`src/sbf_defs.svh`:
```
/*
 * Register offsets, field positions, reset values, bit masks and
 * AXI response codes for the slip buffer event flag block. Included by
 * the package and by the sbf_slip_flags module; holds definitions only.
 */
`ifndef SBF_DEFS_SVH
`define SBF_DEFS_SVH

// Register byte offsets on the AXI4-Lite bus
`define SBF_OFS_FLAGS 5'h00
`define SBF_OFS_ENABLES 5'h04
`define SBF_OFS_RXEN 5'h08
`define SBF_OFS_IRQ_STATUS 5'h0c
`define SBF_OFS_IRQ_MASK 5'h10

// Field positions, shared by flags and enables
`define SBF_BIT_RX_ANY_SLIP 0
`define SBF_BIT_RX_UNDERFLOW 1
`define SBF_BIT_RX_OVERFLOW 2
`define SBF_BIT_SYNC_SPECIAL 4
`define SBF_BIT_TX_ANY_SLIP 5
`define SBF_BIT_TX_UNDERFLOW 6
`define SBF_BIT_TX_OVERFLOW 7

// Reset values
`define SBF_RST_FLAGS 8'h00
`define SBF_RST_ENABLES 8'h00
`define SBF_RST_RXEN 8'h00
`define SBF_RST_IRQ_MASK 8'h00

// Valid bit masks
`define SBF_MASK_EVENTS 8'he7
`define SBF_MASK_ENABLES 8'he0
`define SBF_MASK_RXEN 8'h07

// AXI response codes
`define SBF_RESP_OKAY 2'b00
`define SBF_RESP_SLVERR 2'b10

`endif

```
`src/sbf_pkg.sv`:
```
/*
 * Types for the slip buffer event flag block.
 * Assumes sbf_defs.svh is on the include path.
 */
package sbf_pkg;
    `include "sbf_defs.svh"

    typedef logic [7:0] sbf_byte_t;

    typedef enum logic [2:0] {
        SBF_W_IDLE = 3'b001,
        SBF_W_RESP = 3'b010,
        SBF_W_HOLD = 3'b100
    } sbf_wstate_t;
endpackage : sbf_pkg

```
`src/sbf_event_sync.sv`:
```
/*
 * Synchroniser and rising edge detector for the four slip buffer
 * event strobes that come from outside the clock domain.
 * Assumes clk and arst_n of the register domain.
 */
`timescale 1ns/1ps
module sbf_event_sync #(
    parameter int WIDTH = 4
) (
    input wire logic clk,                // Register clock
    input wire logic arst_n,             // Async reset, active low
    input wire logic [WIDTH-1:0] evIn,   // Raw event levels
    output logic [WIDTH-1:0] evPulse     // One-cycle pulse per rising edge
);
    import sbf_pkg::*;

    logic [WIDTH-1:0] meta;
    logic [WIDTH-1:0] sync;
    logic [WIDTH-1:0] last;
    logic [WIDTH-1:0] next_meta;
    logic [WIDTH-1:0] next_sync;
    logic [WIDTH-1:0] next_last;

    always_comb
    begin
        next_meta = evIn;
        next_sync = meta;
        next_last = sync;
    end

    always_ff @(posedge clk or negedge arst_n)
    begin
        if (!arst_n)
        begin
            meta <= '0;
            sync <= '0;
            last <= '0;
        end
        else
        begin
            meta <= next_meta;
            sync <= next_sync;
            last <= next_last;
        end
    end

    assign evPulse = sync & ~last;
endmodule : sbf_event_sync

```
`src/sbf_slip_flags.sv`:
```
/*
 * Slip buffer event flags, enables and interrupt logic of one framer
 * channel, with an AXI4-Lite register slave.
 * Assumes slip events arrive as levels that rise once per slip and
 * may come from another clock; a rising level is one slip.
 */
// Contract
// - Receive read on empty buffer repeats frame; sets receive underflow flag bit 1.
// - Receive flags record events since last read; clear on read; reset to 0.
// - Receive any-slip flag bit 0 sets on overflow or underflow.
// - Receive write on full buffer drops frame; sets receive any-slip flag.
// - Enable bit 7 gates transmit overflow interrupt; read/write; reset 0.
// - Enable bit 6 gates transmit underflow interrupt; read/write; reset 0.
// - Enable bit 5 gates transmit any-slip interrupt; read/write; reset 0.
// - Transmit read on empty buffer repeats frame; sets transmit flag.
// - Transmit write on full buffer deletes frame; sets transmit flag.
// - Status bit 2 is receive overflow flag; set by full write; clear on read.
// - Status bits 7,6,5 hold transmit overflow, underflow, any-slip; clear on read.
`timescale 1ns/1ps
`include "sbf_defs.svh"
module sbf_slip_flags (
    input wire logic clk,                  // 40 MHz register clock
    input wire logic arst_n,               // Async reset, active low
    input wire logic rxUnderflowEv,        // Receive read met empty buffer
    input wire logic rxOverflowEv,         // Receive write met full buffer
    input wire logic txUnderflowEv,        // Transmit read met empty buffer
    input wire logic txOverflowEv,         // Transmit write met full buffer
    input wire logic syncSpecial,          // Special framing lock level
    output logic slipIrq,                  // Slip interrupt request to host
    output logic blockIrq,                 // Masked event status interrupt
    input wire logic [4:0] s_axi_awaddr,   // Write address
    input wire logic s_axi_awvalid,        // Write address valid
    output logic s_axi_awready,            // Write address ready
    input wire logic [31:0] s_axi_wdata,   // Write data
    input wire logic [3:0] s_axi_wstrb,    // Write strobes
    input wire logic s_axi_wvalid,         // Write data valid
    output logic s_axi_wready,             // Write data ready
    output logic [1:0] s_axi_bresp,        // Write response
    output logic s_axi_bvalid,             // Write response valid
    input wire logic s_axi_bready,         // Write response ready
    input wire logic [4:0] s_axi_araddr,   // Read address
    input wire logic s_axi_arvalid,        // Read address valid
    output logic s_axi_arready,            // Read address ready
    output logic [31:0] s_axi_rdata,       // Read data
    output logic [1:0] s_axi_rresp,        // Read response
    output logic s_axi_rvalid,             // Read data valid
    input wire logic s_axi_rready          // Read data ready
);
    import sbf_pkg::*;

    ////////////////////////////////////////////////////////////////////
    // Event capture

    logic [3:0] evPulse;
    logic [1:0] syncMeta;
    logic syncLevel;
    logic rxUnd;
    logic rxOvf;
    logic txUnd;
    logic txOvf;

    sbf_event_sync #(.WIDTH(4)) u_sync (
        .clk(clk),
        .arst_n(arst_n),
        .evIn({txOverflowEv, txUnderflowEv, rxOverflowEv, rxUnderflowEv}),
        .evPulse(evPulse)
    );

    assign rxUnd = evPulse[0];
    assign rxOvf = evPulse[1];
    assign txUnd = evPulse[2];
    assign txOvf = evPulse[3];

    always_ff @(posedge clk or negedge arst_n)
    begin
        if (!arst_n)
            syncMeta <= 2'h0;
        else
            syncMeta <= {syncMeta[0], syncSpecial};
    end
    assign syncLevel = syncMeta[1];

    // Event vector in flag layout
    function automatic sbf_byte_t event_vec(input logic ru, input logic ro,
                                           input logic tu, input logic to);
        sbf_byte_t v;
        v = 8'h00;
        v[`SBF_BIT_RX_UNDERFLOW] = ru;
        v[`SBF_BIT_RX_OVERFLOW] = ro;
        v[`SBF_BIT_RX_ANY_SLIP] = ru | ro;
        v[`SBF_BIT_TX_UNDERFLOW] = tu;
        v[`SBF_BIT_TX_OVERFLOW] = to;
        v[`SBF_BIT_TX_ANY_SLIP] = tu | to;
        return v;
    endfunction : event_vec

    sbf_byte_t events;
    assign events = event_vec(rxUnd, rxOvf, txUnd, txOvf);

    ////////////////////////////////////////////////////////////////////
    // Register state

    sbf_byte_t flags;
    sbf_byte_t enables;
    sbf_byte_t rxEnables;
    sbf_byte_t irqStatus;
    sbf_byte_t irqMask;
    sbf_byte_t next_flags;
    sbf_byte_t next_enables;
    sbf_byte_t next_rxEnables;
    sbf_byte_t next_irqStatus;
    sbf_byte_t next_irqMask;

    ////////////////////////////////////////////////////////////////////
    // Write channel

    sbf_wstate_t wState;
    sbf_wstate_t next_wState;
    logic awHeld;
    logic wHeld;
    logic next_awHeld;
    logic next_wHeld;
    logic [4:0] awAddr;
    logic [4:0] next_awAddr;
    logic [31:0] wData;
    logic [31:0] next_wData;
    logic [3:0] wStrb;
    logic [3:0] next_wStrb;
    logic [1:0] bresp;
    logic [1:0] next_bresp;
    logic wrDo;
    logic [4:0] wrAddr;
    logic [31:0] wrData;
    logic wrLane0;

    function automatic logic addr_ok(input logic [4:0] a);
        return a[1:0] == 2'b00 && (a[4:2] <= 3'h4);
    endfunction : addr_ok

    assign s_axi_awready = (wState == SBF_W_IDLE) && !awHeld;
    assign s_axi_wready = (wState == SBF_W_IDLE) && !wHeld;
    assign s_axi_bvalid = (wState == SBF_W_RESP);
    assign s_axi_bresp = bresp;

    always_comb
    begin
        next_wState = wState;
        next_awHeld = awHeld;
        next_wHeld = wHeld;
        next_awAddr = awAddr;
        next_wData = wData;
        next_wStrb = wStrb;
        next_bresp = bresp;
        wrDo = 1'b0;
        wrAddr = awAddr;
        wrData = wData;
        wrLane0 = wStrb[0];
        case (wState)
            SBF_W_IDLE:
            begin
                if (s_axi_awvalid && !awHeld)
                begin
                    next_awHeld = 1'b1;
                    next_awAddr = s_axi_awaddr;
                    wrAddr = s_axi_awaddr;
                end
                if (s_axi_wvalid && !wHeld)
                begin
                    next_wHeld = 1'b1;
                    next_wData = s_axi_wdata;
                    next_wStrb = s_axi_wstrb;
                    wrData = s_axi_wdata;
                    wrLane0 = s_axi_wstrb[0];
                end
                if (next_awHeld && next_wHeld)
                begin
                    wrDo = 1'b1;
                    next_awHeld = 1'b0;
                    next_wHeld = 1'b0;
                    next_bresp = addr_ok(wrAddr) ? `SBF_RESP_OKAY : `SBF_RESP_SLVERR;
                    next_wState = SBF_W_RESP;
                end
            end
            SBF_W_RESP:
            begin
                if (s_axi_bready)
                    next_wState = SBF_W_IDLE;
            end
            default:
                next_wState = SBF_W_IDLE;
        endcase
    end

    always_ff @(posedge clk or negedge arst_n)
    begin
        if (!arst_n)
        begin
            wState <= SBF_W_IDLE;
            awHeld <= 1'b0;
            wHeld <= 1'b0;
            awAddr <= 5'h00;
            wData <= 32'h0000_0000;
            wStrb <= 4'h0;
            bresp <= `SBF_RESP_OKAY;
        end
        else
        begin
            wState <= next_wState;
            awHeld <= next_awHeld;
            wHeld <= next_wHeld;
            awAddr <= next_awAddr;
            wData <= next_wData;
            wStrb <= next_wStrb;
            bresp <= next_bresp;
        end
    end

    ////////////////////////////////////////////////////////////////////
    // Read channel

    logic rvalid;
    logic next_rvalid;
    logic [31:0] rdata;
    logic [31:0] next_rdata;
    logic [1:0] rresp;
    logic [1:0] next_rresp;
    logic rdTake;
    logic flagsRead;

    assign s_axi_arready = !rvalid;
    assign s_axi_rvalid = rvalid;
    assign s_axi_rdata = rdata;
    assign s_axi_rresp = rresp;
    assign rdTake = s_axi_arvalid && !rvalid;
    assign flagsRead = rdTake && (s_axi_araddr == 5'(`SBF_OFS_FLAGS));

    always_comb
    begin
        next_rvalid = rvalid;
        next_rdata = rdata;
        next_rresp = rresp;
        if (rvalid && s_axi_rready)
            next_rvalid = 1'b0;
        if (rdTake)
        begin
            next_rvalid = 1'b1;
            next_rresp = addr_ok(s_axi_araddr) ? `SBF_RESP_OKAY : `SBF_RESP_SLVERR;
            case (s_axi_araddr)
                5'(`SBF_OFS_FLAGS):
                    next_rdata = {24'h0, flags | (8'(syncLevel) << `SBF_BIT_SYNC_SPECIAL)};
                5'(`SBF_OFS_ENABLES):
                    next_rdata = {24'h0, enables};
                5'(`SBF_OFS_RXEN):
                    next_rdata = {24'h0, rxEnables};
                5'(`SBF_OFS_IRQ_STATUS):
                    next_rdata = {24'h0, irqStatus};
                5'(`SBF_OFS_IRQ_MASK):
                    next_rdata = {24'h0, irqMask};
                default:
                    next_rdata = 32'h0000_0000;
            endcase
        end
    end

    always_ff @(posedge clk or negedge arst_n)
    begin
        if (!arst_n)
        begin
            rvalid <= 1'b0;
            rdata <= 32'h0000_0000;
            rresp <= `SBF_RESP_OKAY;
        end
        else
        begin
            rvalid <= next_rvalid;
            rdata <= next_rdata;
            rresp <= next_rresp;
        end
    end

    ////////////////////////////////////////////////////////////////////
    // Flags, enables and interrupts

    always_comb
    begin
        next_flags = flags;
        next_enables = enables;
        next_rxEnables = rxEnables;
        next_irqStatus = irqStatus;
        next_irqMask = irqMask;
        if (flagsRead)
            next_flags = `SBF_RST_FLAGS;
        next_flags = next_flags | events;
        if (wrDo && wrLane0)
        begin
            case (wrAddr)
                5'(`SBF_OFS_ENABLES):
                    next_enables = wrData[7:0] & `SBF_MASK_ENABLES;
                5'(`SBF_OFS_RXEN):
                    next_rxEnables = wrData[7:0] & `SBF_MASK_RXEN;
                5'(`SBF_OFS_IRQ_STATUS):
                    next_irqStatus = irqStatus & ~wrData[7:0];
                5'(`SBF_OFS_IRQ_MASK):
                    next_irqMask = wrData[7:0] & `SBF_MASK_EVENTS;
                default:
                    next_irqMask = irqMask;
            endcase
        end
        next_irqStatus = next_irqStatus | events;
    end

    always_ff @(posedge clk or negedge arst_n)
    begin
        if (!arst_n)
        begin
            flags <= `SBF_RST_FLAGS;
            enables <= `SBF_RST_ENABLES;
            rxEnables <= `SBF_RST_RXEN;
            irqStatus <= `SBF_RST_FLAGS;
            irqMask <= `SBF_RST_IRQ_MASK;
        end
        else
        begin
            flags <= next_flags;
            enables <= next_enables;
            rxEnables <= next_rxEnables;
            irqStatus <= next_irqStatus;
            irqMask <= next_irqMask;
        end
    end

    // Receive enables live in the next register but gate here too
    assign slipIrq = |(flags & (enables | rxEnables));
    assign blockIrq = |(irqStatus & irqMask);
endmodule : sbf_slip_flags

```
`config.mk`:
```
export PLATFORM = sky130hd
export DESIGN_NAME = sbf_slip_flags
export DESIGN_NICKNAME = d
export VERILOG_FILES = /design/src/sbf_pkg.sv /design/src/sbf_event_sync.sv /design/src/sbf_slip_flags.sv
export VERILOG_INCLUDE_DIRS = /design/src /design/src/src
export SDC_FILE = /design/constraint.sdc
export NUM_CORES = 1
export LEC_CHECK = 0
export BUFFER_PORTS_ARGS = -buffer_cell sky130_fd_sc_hd__buf_2
export CAP_MARGIN = 15
export CORE_MARGIN = 4
export CORE_UTILIZATION = 54
export DETAILED_ROUTE_END_ITERATION = 12
export PLACE_DENSITY = 0.84
export RECOVER_POWER = 100
export SLEW_MARGIN = 20
export SYNTH_ARGS = -nofsm -noshare
export SYNTH_HDL_FRONTEND = slang
export SYNTH_SLANG_ARGS = --single-unit
```
`constraint.sdc`:
```
create_clock -name clk -period 4.4 [get_ports clk]
set_input_delay 0.22 -clock clk [delete_from_list [all_inputs] [get_ports clk]]
set_output_delay 0.22 -clock clk [all_outputs]
set_load 0.005 [all_outputs]
```
==> impl_metrics.prom, run 1 <==
# TYPE chip_impl_metric gauge
chip_impl_metric{name="clock_sinks",unit=""} 69
chip_impl_metric{name="fill_cells",unit=""} 454
chip_impl_metric{name="setup_tns",unit="ns"} 0
chip_impl_metric{name="initial_utilization",unit="%"} 56.3
chip_impl_metric{name="synth_edf_count",unit=""} 0
chip_impl_metric{name="synth-seq-area-share",unit="%"} 55.1
chip_impl_metric{name="static-leakage-power",unit="nW"} 1.66
chip_impl_metric{name="finalHoldViolCount",unit=""} 0
chip_impl_metric{name="fp.dieH",unit="um"} 84.2
chip_impl_info{name="cts-root-buf",value="clkbuf_8"} 1
chip_impl_info{name="holdPathEnd",value="s_axi_rvalid"} 1
chip_impl_metric{name="detailedRoute.firstIterationViolations",unit=""} 149
chip_impl_metric{name="grt_pass1_wl",unit="mm"} 10.3
chip_impl_metric{name="globalRouteTotalUtil",unit="%"} 18.4
chip_impl_metric{name="vias_per_cell",unit=""} 5.22
chip_impl_metric{name="fin_crit",unit="ns"} 3.20
chip_impl_metric{name="clock_latency",unit="ns"} 0.34
chip_impl_metric{name="layout_worst_path_cycle_share",unit="%"} 72.8
chip_impl_info{name="cp-end-kind",value="register"} 1
chip_impl_metric{name="dp.final_hpwl",unit="mm"} 4.44
chip_impl_metric{name="ff2ff_setup_slack",unit="ns"} 1.20
chip_impl_metric{name="worstHoldPathCells",unit=""} 2
chip_impl_metric{name="grt_max_degree",unit=""} 70
chip_impl_metric{name="final_net_count",unit=""} 374
chip_impl_metric{name="max_fo_critical_path",unit=""} 8
chip_impl_metric{name="setup_viols_final",unit=""} 0
chip_impl_metric{name="cts_resized",unit=""} 0
chip_impl_metric{name="drv.max_cap_violation_count",unit=""} 0
chip_impl_info{name="worstReg2RegEnd",value="rxEnables[2]"} 1
chip_impl_metric{name="timing.max_slew.rel_slack",unit="%"} 6.15
chip_impl_metric{name="ir_drop",unit="uV"} 324
chip_impl_metric{name="worst_slew_pin_slew",unit="ns"} 1.39
chip_impl_metric{name="achievable-frequency",unit="MHz"} 312
chip_impl_metric{name="layout-area-overhead-vs-synth",unit="%"} 12.0
chip_impl_metric{name="synth.cell_area",unit="um2"} 3140
chip_impl_metric{name="cts.hold.buffers_added",unit=""} 5
chip_impl_metric{name="io_buffer_count",unit=""} 47
chip_impl_metric{name="drt-pass1-iter-count",unit=""} 4
chip_impl_metric{name="grt_antenna_before_repair",unit=""} 0
chip_impl_metric{name="finClkSkew",unit="ns"} 0.00840
chip_impl_metric{name="layout-drive-gt1-share",unit="%"} 22.1
chip_impl_info{name="setup.worst_path.class",value="register to register"} 1
chip_impl_metric{name="rr_worst_depth",unit=""} 5
chip_impl_metric{name="cts_max_path_buffers",unit=""} 2
chip_impl_metric{name="standard_cell_rows",unit=""} 27
chip_impl_metric{name="maxSlewViolCount",unit=""} 0
chip_impl_metric{name="vias",unit=""} 2051
chip_impl_metric{name="avgRoutedWirePerCell",unit="um"} 15.5
chip_impl_metric{name="synth.lib_cells_used.distinct",unit=""} 45
chip_impl_metric{name="synth_seq_cells",unit=""} 69
chip_impl_metric{name="grt_pass1_vias",unit=""} 2130
chip_impl_metric{name="diodes",unit=""} 0
chip_impl_info{name="tritoncts",value="built"} 1
chip_impl_metric{name="postLayoutCoreUtil",unit="%"} 63.0
chip_impl_metric{name="htree_num_levels",unit=""} 3
chip_impl_metric{name="cp_data_arrival_time",unit="ns"} 3.43
chip_impl_metric{name="core-area",unit="um2"} 5570
chip_impl_info{name="r2r-start",value="wState[0]"} 1
chip_impl_info{name="final_common_cell",value="dfrtp_1"} 1
chip_impl_info{name="status",value="finished, final reports clean"} 1
chip_impl_metric{name="globalRouteOverflowTotal",unit=""} 0
chip_impl_metric{name="boundaryPins",unit=""} 101
chip_impl_metric{name="p_per_area",unit="nW/um2"} 556
chip_impl_metric{name="syn_inst",unit=""} 259
chip_impl_metric{name="die-area",unit="um2"} 7090
chip_impl_info{name="min_path_type",value="input pin to register"} 1
chip_impl_metric{name="tritoncts.num_buffers",unit=""} 9
chip_impl_metric{name="yosysWarningCount",unit=""} 0
chip_impl_metric{name="count_of_unresolved_drc_violations_after_routing",unit=""} 0
chip_impl_info{name="ys.flop_type",value="dfrtp_1"} 1
chip_impl_info{name="unrepaired_setup_endpoints_after_global_routing",value="no"} 1
chip_impl_metric{name="die_width",unit="um"} 84.2
chip_impl_metric{name="post_synth_arst_share",unit="%"} 100
chip_impl_metric{name="antenna_violating_nets_post_route",unit=""} 0
chip_impl_info{name="element_type_at_the_critical_path_start",value="register"} 1
chip_impl_metric{name="post_synth.cell_area_avg",unit="um2"} 12.1
chip_impl_info{name="hold_start",value="s_axi_rready"} 1
chip_impl_metric{name="route.final.wire_length",unit="mm"} 6.11
chip_impl_metric{name="crit_required",unit="ns"} 4.62
chip_impl_info{name="layout_common_cells",value="dfrtp_1 (68), buf_2 (36), conb_1 (26), nand2_1 (23), nor2_1 (19)"} 1
chip_impl_metric{name="clkSlewWorstSetupHoldPaths",unit="ns"} 0.08
chip_impl_metric{name="place.gp.congestion",unit=""} 0.887
chip_impl_metric{name="post_cts.repair.setup_buffers",unit=""} 0
==> cells in the mapped netlist (2+ instances only) <==
library cell,number,area share (%)
a21oi_1,2,0.32
nor2_1,19,2.3
buf_4,26,6.2
a21boi_2,2,0.72
a221oi_1,6,1.7
mux2_4,11,5.3
inv_1,5,0.60
a22oi_1,7,1.7
buf_6,3,1.1
a21o_1,4,0.96
nand2_1,22,2.6
dfrtp_1,68,54
mux2_2,13,4.7
mux2i_1,8,2.6
nand2b_1,8,1.6
clkbuf_1,2,0.24
a21bo_2,4,1.3
o21ai_0,12,1.9
nand3_1,11,1.8
==> per-stage QoR <==
| stage | cell area [um2] | setup slack [ns] | hold WS [ns] | instances | power, mW |
|---|---|---|---|---|---|
| after floorplan | 3230 | 2.31 | -0.0756 | 284 | 1.30 |
| after global placement | 3320 | 1.66 | 0.328 | 372 | 1.43 |
| after detailed placement | 3320 | 1.59 | 0.329 | 372 | 1.46 |
| after CTS | 3600 | 1.56 | 0.0479 | 393 | 2.04 |
| after global routing | 3510 | 0.995 | 0.0364 | 393 | 2.08 |
| final | 3510 | 1.20 | 0.0593 | 393 | 1.95 |
==> report_power, final <==
part	internal (mW)	leakage, nW	total, mW	switching [mW]
Clock	0.333	0.112	0.570	0.237
Sequential	0.778	0.817	0.871	0.0935
Combinational	0.233	0.730	0.513	0.280
Total	1.34	1.66	1.95	0.610
==> layout make-up <==
| cell class | count | area (um2) | share of cell area, % |
|---|---|---|---|
| multi-input cells | 177 | 1170 | 33.2 |
| clock buffers | 10 | 138 | 3.92 |
| repair buffers | 53 | 282 | 8.02 |
| clock inverters | 6 | 86.3 | 2.46 |
| inverters | 6 | 22.5 | 0.641 |
| flip-flops and latches | 69 | 1730 | 49.2 |
| well taps | 72 | 90.1 | 2.57 |
==> routing by layer <==
layer | up-vias | share of wire [%] | track usage (%)
met5 | - | 0 | 0
met2 | 84 | 46 | 28.3
met4 | 0 | 3.0 | 8.77
met1 | 978 | 44 | 24.1
li1 | 970 | - | -
met3 | 19 | 7.2 | 5.50
==> state kept, by name, indices dropped and copies added, names as in the netlist, 4 cells and up <==
name / flops
s_axi_rdata: 8
wData: 8
awAddr: 5
u_sync.last: 4
irqMask: 6
irqStatus: 8
u_sync.next_last: 4
flags: 6
u_sync.meta: 4
==> cells by family after synthesis <==
group                  count (synthesis)  synth area share (%)
AOI/OAI and AO/OA                     43                  10.3
muxes                                 33                  13.2
and+or+nand+nor                       75                  12.9
other                                  1                 0.120
buffers and inverters                 38                  8.42
DFF                                   69                  55.1
==> worst max-delay path, cell delays in order, from the launching register on <==
cell	delay, ns
dfstp_1	0.58
nor4bb_1	1.10
mux2_4	0.37
and4b_1	0.45
nand2_1	0.22
mux2_1	0.36
==> how the worst max path moves through the flow <==
stage / start / end / slack (ns)
6_report: wState[0] / rxEnables[2] / 1.20
3_5_place_dp: wState[0] / rxEnables[2] / 1.59
4_1_cts: wState[0] / rxEnables[1] / 1.56
2_1_floorplan: wState[0] / enables[5] / 2.31
5_1_grt: wState[0] / rxEnables[2] / 1.0
3_3_place_gp: wState[0] / rxEnables[1] / 1.66
(Power assumes the default switching activity.)
==> run 2, diff against run 1 <==
--- a/config.mk
+++ b/config.mk
@@ -9,9 +9,9 @@
 export BUFFER_PORTS_ARGS = -buffer_cell sky130_fd_sc_hd__buf_2
 export CAP_MARGIN = 15
 export CORE_MARGIN = 4
-export CORE_UTILIZATION = 54
+export CORE_UTILIZATION = 51
 export DETAILED_ROUTE_END_ITERATION = 12
-export PLACE_DENSITY = 0.84
+export PLACE_DENSITY = 0.8
 export RECOVER_POWER = 100
 export SLEW_MARGIN = 20
 export SYNTH_ARGS = -nofsm -noshare
==> constraint.sdc (replaced) <==
create_clock -name clk -period 3.3 [get_ports clk]
set_input_delay 0.165 -clock clk [delete_from_list [all_inputs] [get_ports clk]]
set_output_delay 0.165 -clock clk [all_outputs]
set_load 0.005 [all_outputs]
==> run 2 against run 1 <==
Sequential share of layout area rose by 0.23 points. Power rose by 28%. Combinational power rose by 31%. First-iteration DRC count rose by 33%. Non-clock buffer count rose by 2. Worst setup slack got worse by 0.59 ns. Clock power rose by 17%. Clock-buffer cell count rose by 2. Die area rose by 5.3%. Via count rose by 0.54%. Critical path type unchanged.
==> impl_metrics.prom, run 2 (same netlist as run 1, synthesis figures left out) <==
# TYPE chip_impl_metric gauge
chip_impl_metric{name="vias_per_cell",unit=""} 5.18
chip_impl_info{name="cp-end-kind",value="register"} 1
chip_impl_metric{name="setup_viols_final",unit=""} 0
chip_impl_metric{name="antenna_violating_nets_post_route",unit=""} 0
chip_impl_metric{name="cp_data_arrival_time",unit="ns"} 2.90
chip_impl_metric{name="initial_utilization",unit="%"} 52.7
chip_impl_metric{name="tritoncts.num_buffers",unit=""} 9
chip_impl_info{name="unrepaired_setup_endpoints_after_global_routing",value="no"} 1
chip_impl_metric{name="io_buffer_count",unit=""} 47
chip_impl_metric{name="diodes",unit=""} 0
chip_impl_metric{name="place.gp.congestion",unit=""} 0.813
chip_impl_metric{name="drv.max_cap_violation_count",unit=""} 0
chip_impl_metric{name="post_cts.repair.setup_buffers",unit=""} 0
chip_impl_metric{name="timing.max_slew.rel_slack",unit="%"} 12.5
chip_impl_metric{name="clock_sinks",unit=""} 69
chip_impl_metric{name="finalHoldViolCount",unit=""} 0
chip_impl_info{name="final_common_cell",value="dfrtp_1"} 1
chip_impl_metric{name="core-area",unit="um2"} 5960
chip_impl_metric{name="p_per_area",unit="nW/um2"} 715
chip_impl_metric{name="ir_drop",unit="uV"} 315
chip_impl_metric{name="fp.dieH",unit="um"} 86.4
chip_impl_metric{name="die-area",unit="um2"} 7470
chip_impl_metric{name="static-leakage-power",unit="nW"} 1.65
chip_impl_metric{name="rr_worst_depth",unit=""} 6
chip_impl_metric{name="grt_max_degree",unit=""} 47
chip_impl_metric{name="layout_worst_path_cycle_share",unit="%"} 81.5
chip_impl_info{name="worstReg2RegEnd",value="rxEnables[2]"} 1
chip_impl_metric{name="drt-pass1-iter-count",unit=""} 4
chip_impl_metric{name="holdWs",unit="ns"} 0.0111
chip_impl_metric{name="avgRoutedWirePerCell",unit="um"} 15.3
chip_impl_metric{name="clkSlewWorstSetupHoldPaths",unit="ns"} 0.07
chip_impl_metric{name="setup_tns",unit="ns"} 0
chip_impl_info{name="holdPathEnd",value="s_axi_rvalid"} 1
chip_impl_metric{name="maxSlewViolCount",unit=""} 0
chip_impl_info{name="r2r-start",value="wState[0]"} 1
chip_impl_metric{name="globalRouteOverflowTotal",unit=""} 0
chip_impl_metric{name="grt_pass1_vias",unit=""} 2152
chip_impl_metric{name="finClkSkew",unit="ns"} 0.00588
chip_impl_metric{name="boundaryPins",unit=""} 101
chip_impl_metric{name="cts_resized",unit=""} 0
chip_impl_metric{name="final_net_count",unit=""} 376
chip_impl_metric{name="vias",unit=""} 2062
chip_impl_info{name="setup.worst_path.class",value="register to register"} 1
chip_impl_metric{name="ff2ff_setup_slack",unit="ns"} 0.61
chip_impl_metric{name="grt_pass1_wl",unit="mm"} 10.4
chip_impl_metric{name="achievable-frequency",unit="MHz"} 372
chip_impl_metric{name="worstHoldPathCells",unit=""} 2
chip_impl_metric{name="count_of_unresolved_drc_violations_after_routing",unit=""} 0
chip_impl_info{name="element_type_at_the_critical_path_start",value="register"} 1
chip_impl_info{name="tritoncts",value="built"} 1
chip_impl_metric{name="globalRouteTotalUtil",unit="%"} 17.8
chip_impl_metric{name="route.final.wire_length",unit="mm"} 6.08
chip_impl_metric{name="die_width",unit="um"} 86.4
chip_impl_metric{name="fin_crit",unit="ns"} 2.69
chip_impl_metric{name="clock_latency",unit="ns"} 0.33
chip_impl_metric{name="fill_cells",unit=""} 515
chip_impl_metric{name="crit_required",unit="ns"} 3.51
chip_impl_metric{name="regArea",unit="um2"} 1730
chip_impl_metric{name="grt_antenna_before_repair",unit=""} 0
chip_impl_metric{name="cts_max_path_buffers",unit=""} 2
chip_impl_info{name="min_path_type",value="input pin to register"} 1
chip_impl_info{name="status",value="finished, final reports clean"} 1
chip_impl_metric{name="area_taken_by_multi_input_logic_gates",unit="um2"} 1160
chip_impl_metric{name="max_fo_critical_path",unit=""} 8
chip_impl_info{name="layout_common_cells",value="dfrtp_1 (68), buf_2 (38), conb_1 (26), nand2_1 (23), nor2_1 (19)"} 1
chip_impl_info{name="hold_start",value="s_axi_rready"} 1
chip_impl_metric{name="detailedRoute.firstIterationViolations",unit=""} 198
chip_impl_info{name="cts-root-buf",value="clkbuf_8"} 1
chip_impl_metric{name="layout-drive-gt1-share",unit="%"} 22.0
chip_impl_metric{name="worst_slew_pin_slew",unit="ns"} 1.31
chip_impl_metric{name="standard_cell_rows",unit=""} 28
chip_impl_metric{name="dp.final_hpwl",unit="mm"} 4.47
chip_impl_metric{name="htree_num_levels",unit=""} 3
chip_impl_metric{name="layout-area-overhead-vs-synth",unit="%"} 11.4
==> run 2: cell types whose count changed in the layout (fill, tap and decap cells not counted) <==
cell           delta
clkinv_4          -1
mux2_1            +1
buf_2             +2
dlygate4sd3_1     +1
bufinv_16         -1
clkbuf_2          +2
mux2_4            -1
buf_4             -1
==> run 2: report_power, final <==
part / switching (mW) / internal (mW) / leakage [nW] / total [mW]
combinational: 0.366 / 0.307 / 0.741 / 0.673
sequential: 0.122 / 1.04 / 0.817 / 1.16
clock: 0.300 / 0.368 / 0.0964 / 0.668
==> run 2: timing repair <==
item,4_1_cts,5_1_grt
hold endpoints to repair,27,0
setup endpoints to repair,0,0
hold buffers,6,0
==> run 2: worst max path at each step <==
| stage | startpoint | end | depth (start not counted) |
|---|---|---|---|
| after global routing | arst_n | enables[6] | 3 |
| final | wState[0] | rxEnables[2] | 6 |
| after CTS | wState[0] | rxEnables[2] | 6 |
| after global placement | wState[0] | rxEnables[1] | 6 |
| after floorplan | wState[0] | enables[5] | 6 |
| after detailed placement | wState[0] | rxEnables[2] | 6 |
==> run 2: area by class of cell <==
class                      instances  share of cell area (%)
clock buffer                      12                    4.15
clock inverter                     4                    1.36
inverter                           6                   0.644
multi-input combinational        177                    33.2
sequential                        69                    49.4
tap                               75                    2.68
timing repair buffer              55                    8.48
==> run 2: metal layers <==
metal,global-route usage [%],vias up,part of all wire [%]
li1,-,974,-
met1,23.3,1010,44
met2,28.3,66,48
met3,4.66,12,6.0
met4,7.51,0,1.9
met5,0,-,0
==> run 2: worst max-delay path, stage by stage (launching register included) <==
cell and delay (ns):
dfstp_1 0.56, nor4bb_1 0.23, clkbuf_1 0.35, mux2_1 0.39, and4b_1 0.46, nand2_1 0.22
mux2_1 0.36
==> run 2: per-stage QoR <==
stage | setup WS (ns) | utilization, % | area [um2] | power, mW | cells
after floorplan | 1.21 | - | 3230 | 1.74 | 284
after global placement | 0.984 | 56.0 | 3330 | 1.91 | 376
after detailed placement | 0.969 | 56.0 | 3330 | 1.95 | 376
after CTS | 0.935 | 60.2 | 3590 | 2.63 | 398
after global routing | 0.439 | 58.7 | 3500 | 2.66 | 398
final | 0.609 | 58.7 | 3500 | 2.50 | 398
==> run 3, diff against run 2 <==
==> constraint.sdc (replaced) <==
create_clock -name clk -period 2.65 [get_ports clk]
set_input_delay 0.1325 -clock clk [delete_from_list [all_inputs] [get_ports clk]]
set_output_delay 0.1325 -clock clk [all_outputs]
set_load 0.005 [all_outputs]
==> run 3 against run 2 <==
The run now ends with max-capacitance violations, max-slew violations left. Utilization increased by 1.7 points. Worst setup slack lost 0.38 ns. Routed wire length is 3.6% lower. Fmax increased by 11%. Largest power group unchanged. Combinational power increased by 30%. Register-to-register slack got worse by 0.38 ns. Global-route usage decreased by 1.4 points. Clock power rose by 54%. Power is 34% higher.
==> impl_metrics.prom, run 3 (same netlist as run 1, synthesis figures left out) <==
# TYPE chip_impl_metric gauge
chip_impl_info{name="status",value="complete, but fails checks"} 1
chip_impl_info{name="failed_checks",value="max-capacitance violations, max-slew violations"} 1
chip_impl_info{name="critPathSlowestCell",value="dfstp_1"} 1
chip_impl_metric{name="finClkSkew",unit="ns"} 0.00872
chip_impl_metric{name="avgRoutedWirePerCell",unit="um"} 14.7
chip_impl_info{name="cts-root-buf",value="clkbuf_8"} 1
chip_impl_metric{name="vias_per_cell",unit=""} 5.26
chip_impl_metric{name="vias",unit=""} 2100
chip_impl_metric{name="achievable-frequency",unit="MHz"} 413
chip_impl_metric{name="holdWs",unit="ns"} 0.0576
chip_impl_metric{name="ir_drop",unit="uV"} 494
chip_impl_info{name="hold_start",value="s_axi_bready"} 1
chip_impl_metric{name="globalRouteTotalUtil",unit="%"} 16.4
chip_impl_metric{name="post_cts.repair.setup_buffers",unit=""} 0
chip_impl_metric{name="grt_pass1_vias",unit=""} 2002
chip_impl_metric{name="critical_path.n_buffers_inverters",unit=""} 1
chip_impl_metric{name="placement.setup.worst_slack",unit="ns"} 0.317
chip_impl_metric{name="cts.hold.buffers_added",unit=""} 6
chip_impl_metric{name="layout_worst_path_cycle_share",unit="%"} 91.4
chip_impl_metric{name="max_fo_critical_path",unit=""} 8
chip_impl_info{name="setup.worst_path.start",value="wState[0]"} 1
chip_impl_metric{name="drv.max_cap_violation_count",unit=""} 1
chip_impl_metric{name="placedInstanceArea",unit="um2"} 3340
chip_impl_metric{name="timing.max_slew.rel_slack",unit="%"} -12.4
chip_impl_metric{name="fin_area",unit="um2"} 3600
chip_impl_metric{name="htree_num_levels",unit=""} 3
chip_impl_info{name="setup.worst_path.class",value="register to register"} 1
chip_impl_metric{name="grt_antenna_before_repair",unit=""} 0
chip_impl_metric{name="grt_max_degree",unit=""} 70
chip_impl_info{name="timing.critical_path.cells",value="nor4bb_2 > buf_4 > mux2_1 > and4b_1 > nand2_4 > mux2_4"} 1
chip_impl_metric{name="clkSlewWorstSetupHoldPaths",unit="ns"} 0.08
chip_impl_metric{name="diodes",unit=""} 0
chip_impl_metric{name="setup_viols_final",unit=""} 0
chip_impl_metric{name="dp.final_hpwl",unit="mm"} 4.26
chip_impl_metric{name="maxSlewViolCount",unit=""} 70
chip_impl_info{name="tritoncts",value="built"} 1
chip_impl_metric{name="globalRouteOverflowTotal",unit=""} 0
chip_impl_info{name="critical-path-top-delay-family",value="simple AND/OR/NAND/NOR gates"} 1
chip_impl_metric{name="grt_pass1_wl",unit="mm"} 9.65
chip_impl_metric{name="initial_utilization",unit="%"} 52.7
chip_impl_metric{name="setup_tns",unit="ns"} 0
chip_impl_metric{name="rr_worst_depth",unit=""} 6
chip_impl_metric{name="clock_latency",unit="ns"} 0.33
chip_impl_info{name="r2r-start",value="wState[0]"} 1
chip_impl_metric{name="standard_cell_rows",unit=""} 28
chip_impl_metric{name="layout-drive-gt1-share",unit="%"} 25.0
chip_impl_metric{name="antenna_violating_nets_post_route",unit=""} 0
chip_impl_metric{name="clock_sinks",unit=""} 69
chip_impl_metric{name="crit_required",unit="ns"} 2.88
chip_impl_metric{name="cp_data_arrival_time",unit="ns"} 2.65
chip_impl_metric{name="finalHoldViolCount",unit=""} 0
chip_impl_metric{name="core-area",unit="um2"} 5960
chip_impl_metric{name="layout-area-overhead-vs-synth",unit="%"} 14.6
chip_impl_info{name="min_path_type",value="input pin to register"} 1
chip_impl_metric{name="fp.dieH",unit="um"} 86.4
chip_impl_metric{name="final_net_count",unit=""} 377
chip_impl_metric{name="worstHoldPathCells",unit=""} 2
chip_impl_metric{name="place.gp.congestion",unit=""} 0.865
chip_impl_metric{name="die_width",unit="um"} 86.4
chip_impl_metric{name="cts_resized",unit=""} 0
chip_impl_info{name="cp-end-kind",value="register"} 1
chip_impl_info{name="final_common_cell",value="dfrtp_1"} 1
chip_impl_metric{name="count_of_unresolved_drc_violations_after_routing",unit=""} 0
chip_impl_metric{name="fin_crit",unit="ns"} 2.42
chip_impl_metric{name="static-leakage-power",unit="nW"} 1.72
chip_impl_metric{name="timing.critical_path.depth",unit=""} 6
chip_impl_metric{name="detailedRoute.firstIterationViolations",unit=""} 121
chip_impl_metric{name="p_per_area",unit="nW/um2"} 931
chip_impl_info{name="element_type_at_the_critical_path_start",value="register"} 1
chip_impl_metric{name="boundaryPins",unit=""} 101
chip_impl_metric{name="route.final.wire_length",unit="mm"} 5.86
chip_impl_metric{name="io_buffer_count",unit=""} 47
chip_impl_metric{name="pwr_total",unit="mW"} 3.35
chip_impl_info{name="layout_common_cells",value="dfrtp_1 (68), buf_2 (39), conb_1 (26), nand2_1 (22), nor2_1 (19)"} 1
chip_impl_metric{name="die-area",unit="um2"} 7470
chip_impl_metric{name="postLayoutSetupSlackWorst",unit="ns"} 0.227
chip_impl_info{name="unrepaired_setup_endpoints_after_global_routing",value="no"} 1
chip_impl_metric{name="cts_max_path_buffers",unit=""} 2
chip_impl_metric{name="cpPeakStageDelay",unit="ns"} 0.57
chip_impl_metric{name="tritoncts.num_buffers",unit=""} 9
chip_impl_metric{name="drt-pass1-iter-count",unit=""} 5
chip_impl_metric{name="worst_slew_pin_slew",unit="ns"} 1.69
[run 3: cell type report]
class | count | area (um2)
fill | 491 | 2360
sequential | 69 | 1730
multi-input combinational | 177 | 1200
timing repair buffer | 56 | 303
clock buffer | 9 | 124
clock inverter | 7 | 121
tap | 75 | 93.8
inverter | 6 | 22.5
[run 3: stage by stage]
step           cells  utilization, %
2_1_floorplan    284               -
3_3_place_gp     377            56.1
3_5_place_dp     377            56.1
4_1_cts          399            61.2
5_1_grt          399            60.4
6_report         399            60.4
[run 3: worst register-to-register path: stages, from the launching register on]
cell and delay, ns:
dfstp_1 0.57, nor4bb_2 0.23, buf_4 0.21, mux2_1 0.37
and4b_1 0.49, nand2_4 0.13, mux2_4 0.32
[run 3: path summary, 6_finish.rpt]
| path | to | slack, ns |
|---|---|---|
| worst max register to register | rxEnables[0] | 0.23 |
| min in group asynchronous | awAddr[4] | 0.31 |
| worst min-delay path | wState[0] | 0.06 |
| worst min register to register | u_sync.next_last[3] | 0.35 |
| worst max-delay path | rxEnables[0] | 0.23 |
| max in group asynchronous | s_axi_rdata[6] | 1.34 |
[run 3: report_power, final]
group	switching (mW)	total, mW	internal (mW)
Clock	0.401	1.03	0.631
Combinational	0.469	0.873	0.404
Sequential	0.150	1.44	1.29
[run 3: per-layer routing]
metal | vias up | wire (um) | GRT usage (%)
met4 | 0 | 130 | 7.37
met3 | 11 | 341 | 3.23
li1 | 981 | - | -
met5 | - | 0 | 0
met2 | 79 | 2790 | 25.1
met1 | 1029 | 2610 | 22.8
